[src/rtl/hpw_params.svh]
// Purpose: constants of the haptic playback wake control
// Assumes: core_clk at 125 MHz
// Notes: times in their own unit, cycle counts derived from them
`ifndef HPW_PARAMS_SVH
`define HPW_PARAMS_SVH
`define HPW_CLK_KHZ 125000
`define HPW_STARTUP_MS 2
`define HPW_STARTUP_CYC (`HPW_STARTUP_MS * `HPW_CLK_KHZ)
`define HPW_TO_STEP_MS 5
`define HPW_TO_STEP_CYC (`HPW_TO_STEP_MS * `HPW_CLK_KHZ)
`define HPW_SAMPLE_KHZ 8
`define HPW_SAMPLE_CYC (`HPW_CLK_KHZ / `HPW_SAMPLE_KHZ)
`define HPW_FIFO_DEPTH 100
`define HPW_FIFO_LAST 7'h63
`define HPW_MID_SCALE 8'h00
`define HPW_OFS_CTRL 12'h000
`define HPW_OFS_FIFO 12'h004
`define HPW_OFS_STATUS 12'h008
`define HPW_CTRL_STANDBY 0
`define HPW_CTRL_FORCE 1
`define HPW_CTRL_GO 2
`define HPW_CTRL_RST 3
`define HPW_CTRL_TO 4
`define HPW_CTRL_MODE 6
`define HPW_ST_FULL 0
`define HPW_ST_EMPTY 1
`define HPW_ST_UP 2
`define HPW_ST_ON 3
`define HPW_ST_NAK 4
`define HPW_ST_STATE 8
`define HPW_ST_DAC 16
`endif

[src/rtl/hpw_pkg.sv]
`include "hpw_params.svh"
package hpw_pkg;
    typedef enum logic [2:0] {
        ST_STANDBY, ST_IDLE, ST_WAKE, ST_PLAY, ST_HOLD, ST_RAMP
    } hpw_state_t;
    typedef struct packed {
        logic        psel;
        logic        penable;
        logic        pwrite;
        logic [11:0] paddr;
        logic [31:0] pwdata;
    } hpw_apb_req_t;
    typedef struct packed {
        logic [31:0] prdata;
        logic        pready;
        logic        pslverr;
    } hpw_apb_rsp_t;
    typedef struct packed {
        hpw_state_t   st;
        logic         standby;
        logic         force_on;
        logic         go;
        logic [1:0]   to_sel;
        logic [1:0]   mode;
        logic         nak;
        logic         stage_up;
        logic [23:0]  warm_cnt;
        logic [23:0]  tick_cnt;
        logic [23:0]  idle_cnt;
        logic [7:0]   dac;
        logic         boost_en;
        logic         amp_en;
        logic         start;
        hpw_apb_rsp_t rsp;
    } hpw_core_t;
    typedef struct packed {
        logic [`HPW_FIFO_DEPTH-1:0][7:0] mem;
        logic [6:0]                      wr;
        logic [6:0]                      rd;
        logic [6:0]                      cnt;
    } hpw_fifo_t;
endpackage

[src/rtl/hpw_wake_ctrl.sv]
// Purpose: wake, playback and shutdown control of the output stage
// Assumes: apb master on core_clk; rst synchronous, active high
// Notes: long counts are parameters so simulation may shorten them
`timescale 1ns/10ps
`include "hpw_params.svh"
module hpw_wake_ctrl #(
    parameter int STARTUP_CYC = `HPW_STARTUP_CYC,
    parameter int TO_STEP_CYC = `HPW_TO_STEP_CYC,
    parameter int SAMPLE_CYC  = `HPW_SAMPLE_CYC
) (
    input  wire logic                  core_clk,
    input  wire logic                  rst,
    input  wire hpw_pkg::hpw_apb_req_t apb_req,
    output hpw_pkg::hpw_apb_rsp_t      apb_rsp,
    output logic                       boost_en,
    output logic                       amp_en,
    output logic                 [7:0] dac_code,
    output logic                       playback_start,
    output logic                 [1:0] playback_mode
);
    import hpw_pkg::*;

    // ****************************************************************
    // limits
    // ****************************************************************
    localparam logic [23:0] STARTUP_LIM = 24'(STARTUP_CYC - 1);
    localparam logic [23:0] SAMPLE_LIM  = 24'(SAMPLE_CYC - 1);
    localparam logic [23:0] TO_LIM0     = 24'(TO_STEP_CYC - 1);
    localparam logic [23:0] TO_LIM1     = 24'(TO_STEP_CYC * 2 - 1);
    localparam logic [23:0] TO_LIM2     = 24'(TO_STEP_CYC * 3 - 1);
    localparam logic [23:0] TO_LIM3     = 24'(TO_STEP_CYC * 4 - 1);

    // ****************************************************************
    // state
    // ****************************************************************
    hpw_core_t   r;
    hpw_core_t   n;
    logic        fifo_push;
    logic        fifo_pop;
    logic        fifo_flush;
    logic [7:0]  fifo_data;
    logic        fifo_full;
    logic        fifo_empty;
    logic [7:0]  ramp_step;
    logic        stage_on;
    logic        stage_need;
    logic        go_wr;
    logic        tick;
    logic        accepting;
    logic        setup_done;
    logic        done;
    logic        soft_rst;
    logic        hit_ctrl;
    logic        hit_fifo;
    logic        hit_stat;
    logic [23:0] to_lim;
    logic [31:0] ctrl_word;
    logic [31:0] stat_word;

    function automatic hpw_core_t core_reset();
        hpw_core_t v;
        v          = '0;
        v.st       = ST_STANDBY;
        v.standby  = 1'b1;
        v.dac      = `HPW_MID_SCALE;
        return v;
    endfunction

    // ****************************************************************
    // sub blocks
    // ****************************************************************
    hpw_fifo u_fifo (
        .core_clk (core_clk),
        .rst      (rst),
        .flush    (fifo_flush),
        .push     (fifo_push),
        .wdata    (apb_req.pwdata[7:0]),
        .pop      (fifo_pop),
        .rdata    (fifo_data),
        .full     (fifo_full),
        .empty    (fifo_empty)
    );

    hpw_ramp u_ramp (
        .code (r.dac),
        .step (ramp_step)
    );

    // ****************************************************************
    // register words
    // ****************************************************************
    always_comb begin
        ctrl_word = 32'h0000_0000;
        ctrl_word[`HPW_CTRL_STANDBY] = r.standby;
        ctrl_word[`HPW_CTRL_FORCE] = r.force_on;
        ctrl_word[`HPW_CTRL_GO] = r.go;
        ctrl_word[`HPW_CTRL_TO +: 2] = r.to_sel;
        ctrl_word[`HPW_CTRL_MODE +: 2] = r.mode;
        stat_word = 32'h0000_0000;
        stat_word[`HPW_ST_FULL] = fifo_full;
        stat_word[`HPW_ST_EMPTY] = fifo_empty;
        stat_word[`HPW_ST_UP] = r.stage_up;
        stat_word[`HPW_ST_ON] = r.boost_en;
        stat_word[`HPW_ST_NAK] = r.nak;
        stat_word[`HPW_ST_STATE +: 3] = r.st;
        stat_word[`HPW_ST_DAC +: 8] = r.dac;
    end

    always_comb begin
        hit_ctrl = 1'b0;
        hit_fifo = 1'b0;
        hit_stat = 1'b0;
        if (apb_req.paddr == `HPW_OFS_CTRL) begin
            hit_ctrl = 1'b1;
        end else if (apb_req.paddr == `HPW_OFS_FIFO) begin
            hit_fifo = 1'b1;
        end else if (apb_req.paddr == `HPW_OFS_STATUS) begin
            hit_stat = 1'b1;
        end
    end

    always_comb begin
        case (r.to_sel)
            2'h0:    to_lim = TO_LIM0;
            2'h1:    to_lim = TO_LIM1;
            2'h2:    to_lim = TO_LIM2;
            default: to_lim = TO_LIM3;
        endcase
    end

    // ****************************************************************
    // output stage demand
    // ****************************************************************
    always_comb begin
        case (r.st)
            ST_WAKE: stage_need = 1'b1;
            ST_PLAY: stage_need = 1'b1;
            ST_HOLD: stage_need = 1'b1;
            ST_RAMP: stage_need = 1'b1;
            default: stage_need = 1'b0;
        endcase
    end

    // ****************************************************************
    // next state
    // ****************************************************************
    always_comb begin
        n = r;
        n.start = 1'b0;
        fifo_push = 1'b0;
        fifo_pop = 1'b0;
        fifo_flush = 1'b0;
        soft_rst = 1'b0;
        go_wr = 1'b0;
        setup_done = apb_req.psel & apb_req.penable & ~r.rsp.pready;
        done = apb_req.psel & apb_req.penable & r.rsp.pready;
        // fifo writes refused in standby and while ramping down
        accepting = ~r.standby & (r.st != ST_STANDBY)
                  & (r.st != ST_RAMP);

        // ************************************************************
        // bus answer, one cycle into the access phase
        // ************************************************************
        n.rsp.pready = setup_done;
        n.rsp.prdata = 32'h0000_0000;
        n.rsp.pslverr = 1'b0;
        if (setup_done) begin
            if (hit_ctrl) begin
                n.rsp.prdata = ctrl_word;
            end else if (hit_fifo) begin
                n.rsp.pslverr = apb_req.pwrite & accepting & fifo_full;
            end else if (hit_stat) begin
                n.rsp.prdata = stat_word;
            end else begin
                n.rsp.pslverr = 1'b1;
            end
        end

        // ************************************************************
        // register writes
        // ************************************************************
        if (done & apb_req.pwrite) begin
            if (hit_ctrl) begin
                n.standby = apb_req.pwdata[`HPW_CTRL_STANDBY];
                n.force_on = apb_req.pwdata[`HPW_CTRL_FORCE];
                n.to_sel = apb_req.pwdata[`HPW_CTRL_TO +: 2];
                n.mode = apb_req.pwdata[`HPW_CTRL_MODE +: 2];
                // go counts only in memory or synthesis mode
                if (apb_req.pwdata[`HPW_CTRL_GO]
                    && apb_req.pwdata[`HPW_CTRL_MODE +: 2] != 2'h0) begin
                    go_wr = 1'b1;
                end
                soft_rst = apb_req.pwdata[`HPW_CTRL_RST];
            end else if (hit_fifo) begin
                // refusal decided with the answer, so it matches pslverr
                fifo_push = accepting & ~fifo_full
                          & ~r.rsp.pslverr;
            end else if (hit_stat) begin
                // write one clears the refused-byte flag
                if (apb_req.pwdata[`HPW_ST_NAK]) begin
                    n.nak = 1'b0;
                end
            end
        end
        if (done & apb_req.pwrite & hit_fifo & r.rsp.pslverr) begin
            n.nak = 1'b1;
        end

        // ************************************************************
        // output stage warm-up
        // ************************************************************
        stage_on = (stage_need | r.force_on)
                 & ~r.standby;
        if (!stage_on) begin
            n.warm_cnt = 24'h00_0000;
            n.stage_up = 1'b0;
        end else if (!r.stage_up) begin
            if (r.warm_cnt == STARTUP_LIM) begin
                n.stage_up = 1'b1;
            end else begin
                n.warm_cnt = r.warm_cnt + 24'h00_0001;
            end
        end
        n.boost_en = stage_on;
        n.amp_en = stage_on;

        // ************************************************************
        // sample clock
        // ************************************************************
        tick = (r.tick_cnt == SAMPLE_LIM);
        n.tick_cnt = tick ? 24'h00_0000 : r.tick_cnt + 24'h00_0001;

        // ************************************************************
        // playback states
        // ************************************************************
        case (r.st)
            ST_STANDBY: begin
                n.dac = `HPW_MID_SCALE;
                n.go = 1'b0;
                fifo_flush = 1'b1;
                if (!r.standby) begin
                    n.st = ST_IDLE;
                end
            end
            ST_IDLE: begin
                n.dac = `HPW_MID_SCALE;
                if (!fifo_empty || r.go) begin
                    n.st = ST_WAKE;
                end
            end
            ST_WAKE: begin
                // samples wait and dac rests at mid-scale
                n.dac = `HPW_MID_SCALE;
                n.tick_cnt = SAMPLE_LIM;
                if (r.stage_up) begin
                    n.st = ST_PLAY;
                    n.start = r.go;
                    n.go = 1'b0;
                end
            end
            ST_PLAY: begin
                if (tick) begin
                    if (!fifo_empty) begin
                        fifo_pop = 1'b1;
                        n.dac = fifo_data;
                    end else begin
                        n.st = ST_HOLD;
                        n.idle_cnt = 24'h00_0000;
                    end
                end
            end
            ST_HOLD: begin
                if (r.go) begin
                    n.start = 1'b1;
                    n.go = 1'b0;
                    n.idle_cnt = 24'h00_0000;
                end else if (tick && !fifo_empty) begin
                    fifo_pop = 1'b1;
                    n.dac = fifo_data;
                    n.st = ST_PLAY;
                end else if (r.idle_cnt == to_lim) begin
                    if (r.dac != `HPW_MID_SCALE) begin
                        n.st = ST_RAMP;
                    end else begin
                        n.st = ST_IDLE;
                    end
                end else begin
                    n.idle_cnt = r.idle_cnt + 24'h00_0001;
                end
            end
            ST_RAMP: begin
                fifo_flush = 1'b1;
                if (tick) begin
                    n.dac = ramp_step;
                    if (ramp_step == `HPW_MID_SCALE) begin
                        n.st = ST_IDLE;
                    end
                end
            end
            default: begin
                n.st = ST_STANDBY;
            end
        endcase

        // ************************************************************
        // overrides
        // ************************************************************
        // a go written while the old one is used stays pending
        if (go_wr && !n.standby) begin
            n.go = 1'b1;
        end

        // standby overrides every other mode
        if (r.standby && r.st != ST_STANDBY) begin
            n.st = ST_STANDBY;
            n.start = 1'b0;
            n.dac = `HPW_MID_SCALE;
            n.go = 1'b0;
            fifo_flush = 1'b1;
        end

        // software reset keeps the bus answer of this access
        if (soft_rst) begin
            n = core_reset();
            n.rsp = r.rsp;
            n.rsp.pready = 1'b0;
            fifo_flush = 1'b1;
        end
    end

    // ****************************************************************
    // registers
    // ****************************************************************
    always_ff @(posedge core_clk) begin
        if (rst) begin
            r <= core_reset();
        end else begin
            r <= n;
        end
    end

    assign apb_rsp        = r.rsp;
    assign boost_en       = r.boost_en;
    assign amp_en         = r.amp_en;
    assign dac_code       = r.dac;
    assign playback_start = r.start;
    assign playback_mode  = r.mode;
endmodule

[src/rtl/hpw_fifo.sv]
// Purpose: sample fifo between the register port and the dac
// Assumes: push and pop come from the same clock
// Notes: push when full and pop when empty are ignored
`timescale 1ns/10ps
`include "hpw_params.svh"
module hpw_fifo (
    input  wire logic       core_clk,
    input  wire logic       rst,
    input  wire logic       flush,
    input  wire logic       push,
    input  wire logic [7:0] wdata,
    input  wire logic       pop,
    output logic      [7:0] rdata,
    output logic            full,
    output logic            empty
);
    import hpw_pkg::*;
    hpw_fifo_t r;
    hpw_fifo_t n;
    logic      do_push;
    logic      do_pop;
    assign full  = (r.cnt == 7'(`HPW_FIFO_DEPTH));
    assign empty = (r.cnt == 7'h00);
    assign rdata = r.mem[r.rd];
    always_comb begin
        n = r;
        do_push = push & ~full;
        do_pop  = pop & ~empty;
        if (do_push) begin
            n.mem[r.wr] = wdata;
            n.wr = (r.wr == `HPW_FIFO_LAST) ? 7'h00 : r.wr + 7'h01;
        end
        if (do_pop) begin
            n.rd = (r.rd == `HPW_FIFO_LAST) ? 7'h00 : r.rd + 7'h01;
        end
        if (do_push & ~do_pop) begin
            n.cnt = r.cnt + 7'h01;
        end else if (do_pop & ~do_push) begin
            n.cnt = r.cnt - 7'h01;
        end
        if (flush) begin
            n.wr  = 7'h00;
            n.rd  = 7'h00;
            n.cnt = 7'h00;
        end
    end
    always_ff @(posedge core_clk) begin
        if (rst) begin
            r <= '0;
        end else begin
            r <= n;
        end
    end
endmodule

[src/rtl/hpw_ramp.sv]
// Purpose: one ramp step of a twos complement code toward mid-scale
// Assumes: called once per sample tick
// Notes: mid-scale stays put
`timescale 1ns/10ps
`include "hpw_params.svh"
module hpw_ramp (
    input  wire logic [7:0] code,
    output logic      [7:0] step
);
    always_comb begin
        step = code;
        if (code[7]) begin
            step = code + 8'h01;
        end else if (code != `HPW_MID_SCALE) begin
            step = code - 8'h01;
        end
    end
endmodule

[config.mk]
export PLATFORM = sky130hd
export DESIGN_NAME = hpw_wake_ctrl
export DESIGN_NICKNAME = d
export VERILOG_FILES = /design/src/rtl/hpw_pkg.sv /design/src/rtl/hpw_wake_ctrl.sv /design/src/rtl/hpw_fifo.sv /design/src/rtl/hpw_ramp.sv
export VERILOG_INCLUDE_DIRS = /design/src /design/src/rtl
export SDC_FILE = /design/constraint.sdc
export NUM_CORES = 2
export LEC_CHECK = 0
export BUFFER_PORTS_ARGS = -buffer_cell sky130_fd_sc_hd__buf_2
export CAP_MARGIN = 15
export CORE_ASPECT_RATIO = 0.75
export CORE_MARGIN = 5
export CORE_UTILIZATION = 61
export CTS_CLUSTER_DIAMETER = 50
export DETAILED_ROUTE_END_ITERATION = 12
export GPL_ROUTABILITY_DRIVEN = 0
export GPL_TIMING_DRIVEN = 0
export PLACE_DENSITY = 0.75
export SYNTH_ARGS = -nofsm -noshare
export SYNTH_HDL_FRONTEND = slang
export SYNTH_SLANG_ARGS = --single-unit
[constraint.sdc]
create_clock -name core_clk -period 6.3 [get_ports core_clk]
set_clock_uncertainty 0.2 [all_clocks]
set_input_delay 1.26 -clock core_clk [delete_from_list [all_inputs] [get_ports core_clk]]
set_output_delay 1.26 -clock core_clk [all_outputs]
set_load 0.1 [all_outputs]
==> run metrics <==
status=complete, but fails checks; failing checks=max-capacitance violations, max-slew violations; sequential share of power=47.4%; initial core utilization=61.2%; Rel. slew slack=-1.08%; DP Area=43400 um^2; register area share after synthesis=45.0%; hold crit path type=reg -> reg; Arrival @ worst endpoint=5700 ps; Pre-Repair DR Iteration Count=9; initial antenna violation count=3; synthesized area=41600 um^2; hold-fix buffer count after cts=0; async set or reset register ratio after synthesis=0%; Req. time, crit path=6600 ps; global route overflow=0; die area=73700 um^2; Setup Buffers After CTS=0; clock share of power=48.0%; TritonCTS clock tree=built; port buffer count=51; switching share of power=23.8%; via count=40100; share of cells above drive strength 1=12.5%; unrepaired setup endpoints after global routing=no; Switch Pwr=2.99 mW; commonest non-fill, non-tap cell in the layout=nand2_1; Resized Gates After CTS=0; first-pass GRT wire length=229 mm; vias per cell=6.57; WS Path Type=reg -> reg; critical path, cell by cell=buf_2 > buf_2 > buf_2 > buf_2 > buf_1 > buf_8 > mux4_2 > a22oi_1 > a311oi_1 > o41ai_1 > a21oi_1; Final Hold Fails=0; Crit path buffers/inverters=6; core area=68000 um^2; final instance area=46700 um^2; All-Layer GR Usage=40.8%; synthesized instance count=4952; worst-path fanout max=10; CP most frequent cell=buf_2; Post-route DRC=0; die height=236 um; Fmax achieved=0.185 GHz; per-cell routed wire length=25.8 um; Layout area overhead=12.2%; Worst-Margin Slew=1520 ps; Critical-path top delay cell=o41ai_1; static leakage=14.9 nW; # clock sinks=936; Clock transition at path regs=60 ps; Die Wd=312 um; cell area power density=269 nW/um^2; CP max stage delay=730 ps; Setup TNS Final=0 ps; vias in the first global route=36000; TritonCTS buffer count=93; Comb power frac=4.7%; final wirelength=158 mm; P_int=9.58 mW; num rows=83; Peak VDD IR=237 uV; CP top delay family=buffers and inverters; final setup fails=0; H-tree levels=3; Nets=5204; Clock Latency Late Sink=680 ps; Longest Clk Path Bufs=3; Max-Cap Viols=1; Pins Over Slew Limit=11; Worst setup EP type=flop; Root Buffer=clkbuf_16; syn avg cell area=8.41 um^2; most frequent cells in the layout=1799 x nand2_1, 936 x dfxtp_1, 855 x a21oi_1; Antenna Violating Nets Remaining=0; Final Critical Period=5400 ps; Core Util, Final=68.7%; largest net degree at the start of global routing=15; ys flop type=dfxtp_1; io pins=96; dpl hpwl=109 mm; part of the cycle the worst path needs=85.7%; CP startpoint kind=flop; initial drt markers=7012; Yosys cell types=73; Seq cells post-synth=936; EDFF count, synth=0; yosys warns=0
==> registers in the layout, indices dropped and copies added, names as in the netlist <==
signal          flops
amp_en              1
playback_start      1
u_fifo.r          821
r                  77
apb_rsp            21
dac_code            8
playback_mode       2
ctrl_word           5
==> cell families after synthesis <==
logic type                 synth area share (%)
and+or+nand+nor                            22.6
DFF                                        45.0
xor gates and xnor gates                   1.51
muxes                                      13.7
adders and majority gates                 0.619
other                                   0.00900
buffers and inverters                      4.02
AOI/OAI and AO/OA                          12.6
==> worst reg2reg max path: cells and delay by family (launching register included) <==
| family | cells | cell delay [ps] |
|---|---|---|
| compound gates | 4 | 1400 |
| mux | 1 | 470 |
| flops | 1 | 330 |
| buf+inv | 6 | 2820 |
==> power by group through the flow <==
stage          clock (mW)  combinational, mW  sequential [mW]
2_1_floorplan           0              0.370             6.08
3_3_place_gp            0              0.543             6.08
3_5_place_dp            0              0.555             6.09
4_1_cts              5.98              0.560             5.95
5_1_grt              6.25              0.610             5.95
6_report             6.03              0.588             5.95
==> per-stage QoR <==
step / instances / power, mW / hold WS [ps] / worst slack (ps)
3_5_place_dp: 5926 / 6.64 / 241 / 1070
4_1_cts: 6091 / 12.5 / 249 / 1080
6_report: 6104 / 12.6 / 248 / 900
3_3_place_gp: 5907 / 6.63 / 234 / 938
5_1_grt: 6098 / 12.8 / 263 / 1170
2_1_floorplan: 4964 / 6.45 / 229 / 1940
==> cell usage after synthesis, drive strengths merged, types with 8 or more instances <==
library cell | instances | area [um^2]
xor2 | 38 | 333
nor3 | 36 | 240
xnor2 | 34 | 298
nand4 | 22 | 159
a21o | 10 | 75.1
a22oi | 28 | 210
or3 | 23 | 144
ha | 19 | 238
nor2b | 13 | 81.3
nor4b | 10 | 87.6
dfxtp | 936 | 18700
nor4 | 15 | 109
mux2i | 18 | 180
a31oi | 12 | 75.1
nand2 | 1799 | 6750
mux4 | 243 | 5470
nor2 | 242 | 1010
buf | 113 | 672
o21ai | 35 | 186
and4 | 8 | 70.1
clkbuf | 240 | 901
and2 | 16 | 100
nand3 | 46 | 243
and3 | 21 | 131
nand2b | 10 | 62.6
a21oi | 855 | 4280
inv | 26 | 97.6
==> final timing paths <==
path	to	slack (ps)	from	depth (start not counted)
max	dac_code[0]$_SDFFE_PP0P_	900	u_fifo.r[8]$_SDFFE_PP0P_	11
min	u_fifo.r[388]$_SDFFE_PP0P_	250	u_fifo.r[388]$_SDFFE_PP0P_	2
max reg2reg	dac_code[0]$_SDFFE_PP0P_	900	u_fifo.r[8]$_SDFFE_PP0P_	11
min reg2reg	u_fifo.r[388]$_SDFFE_PP0P_	250	u_fifo.r[388]$_SDFFE_PP0P_	2
==> metal layers <==
metal	GRT usage, %	vias up	part of all wire [%]
met4	21.1	10	6.6
met2	54.2	3250	39
li1	-	17200	-
met1	55.8	19000	37
met3	18.2	704	17
met5	1.88	-	0.19
==> final cells by class <==
class	instances	area, um^2
Antenna cell	7	17.5
Fill cell	5384	21300
Clock buffer	128	2720
Tap cell	892	1120
Sequential cell	936	18700
Multi-Input combinational cell	3648	21300
Clock inverter	37	548
Buffer	353	1580
Timing Repair Buffer	76	637
Inverter	27	101
(Power assumes the default switching activity.)
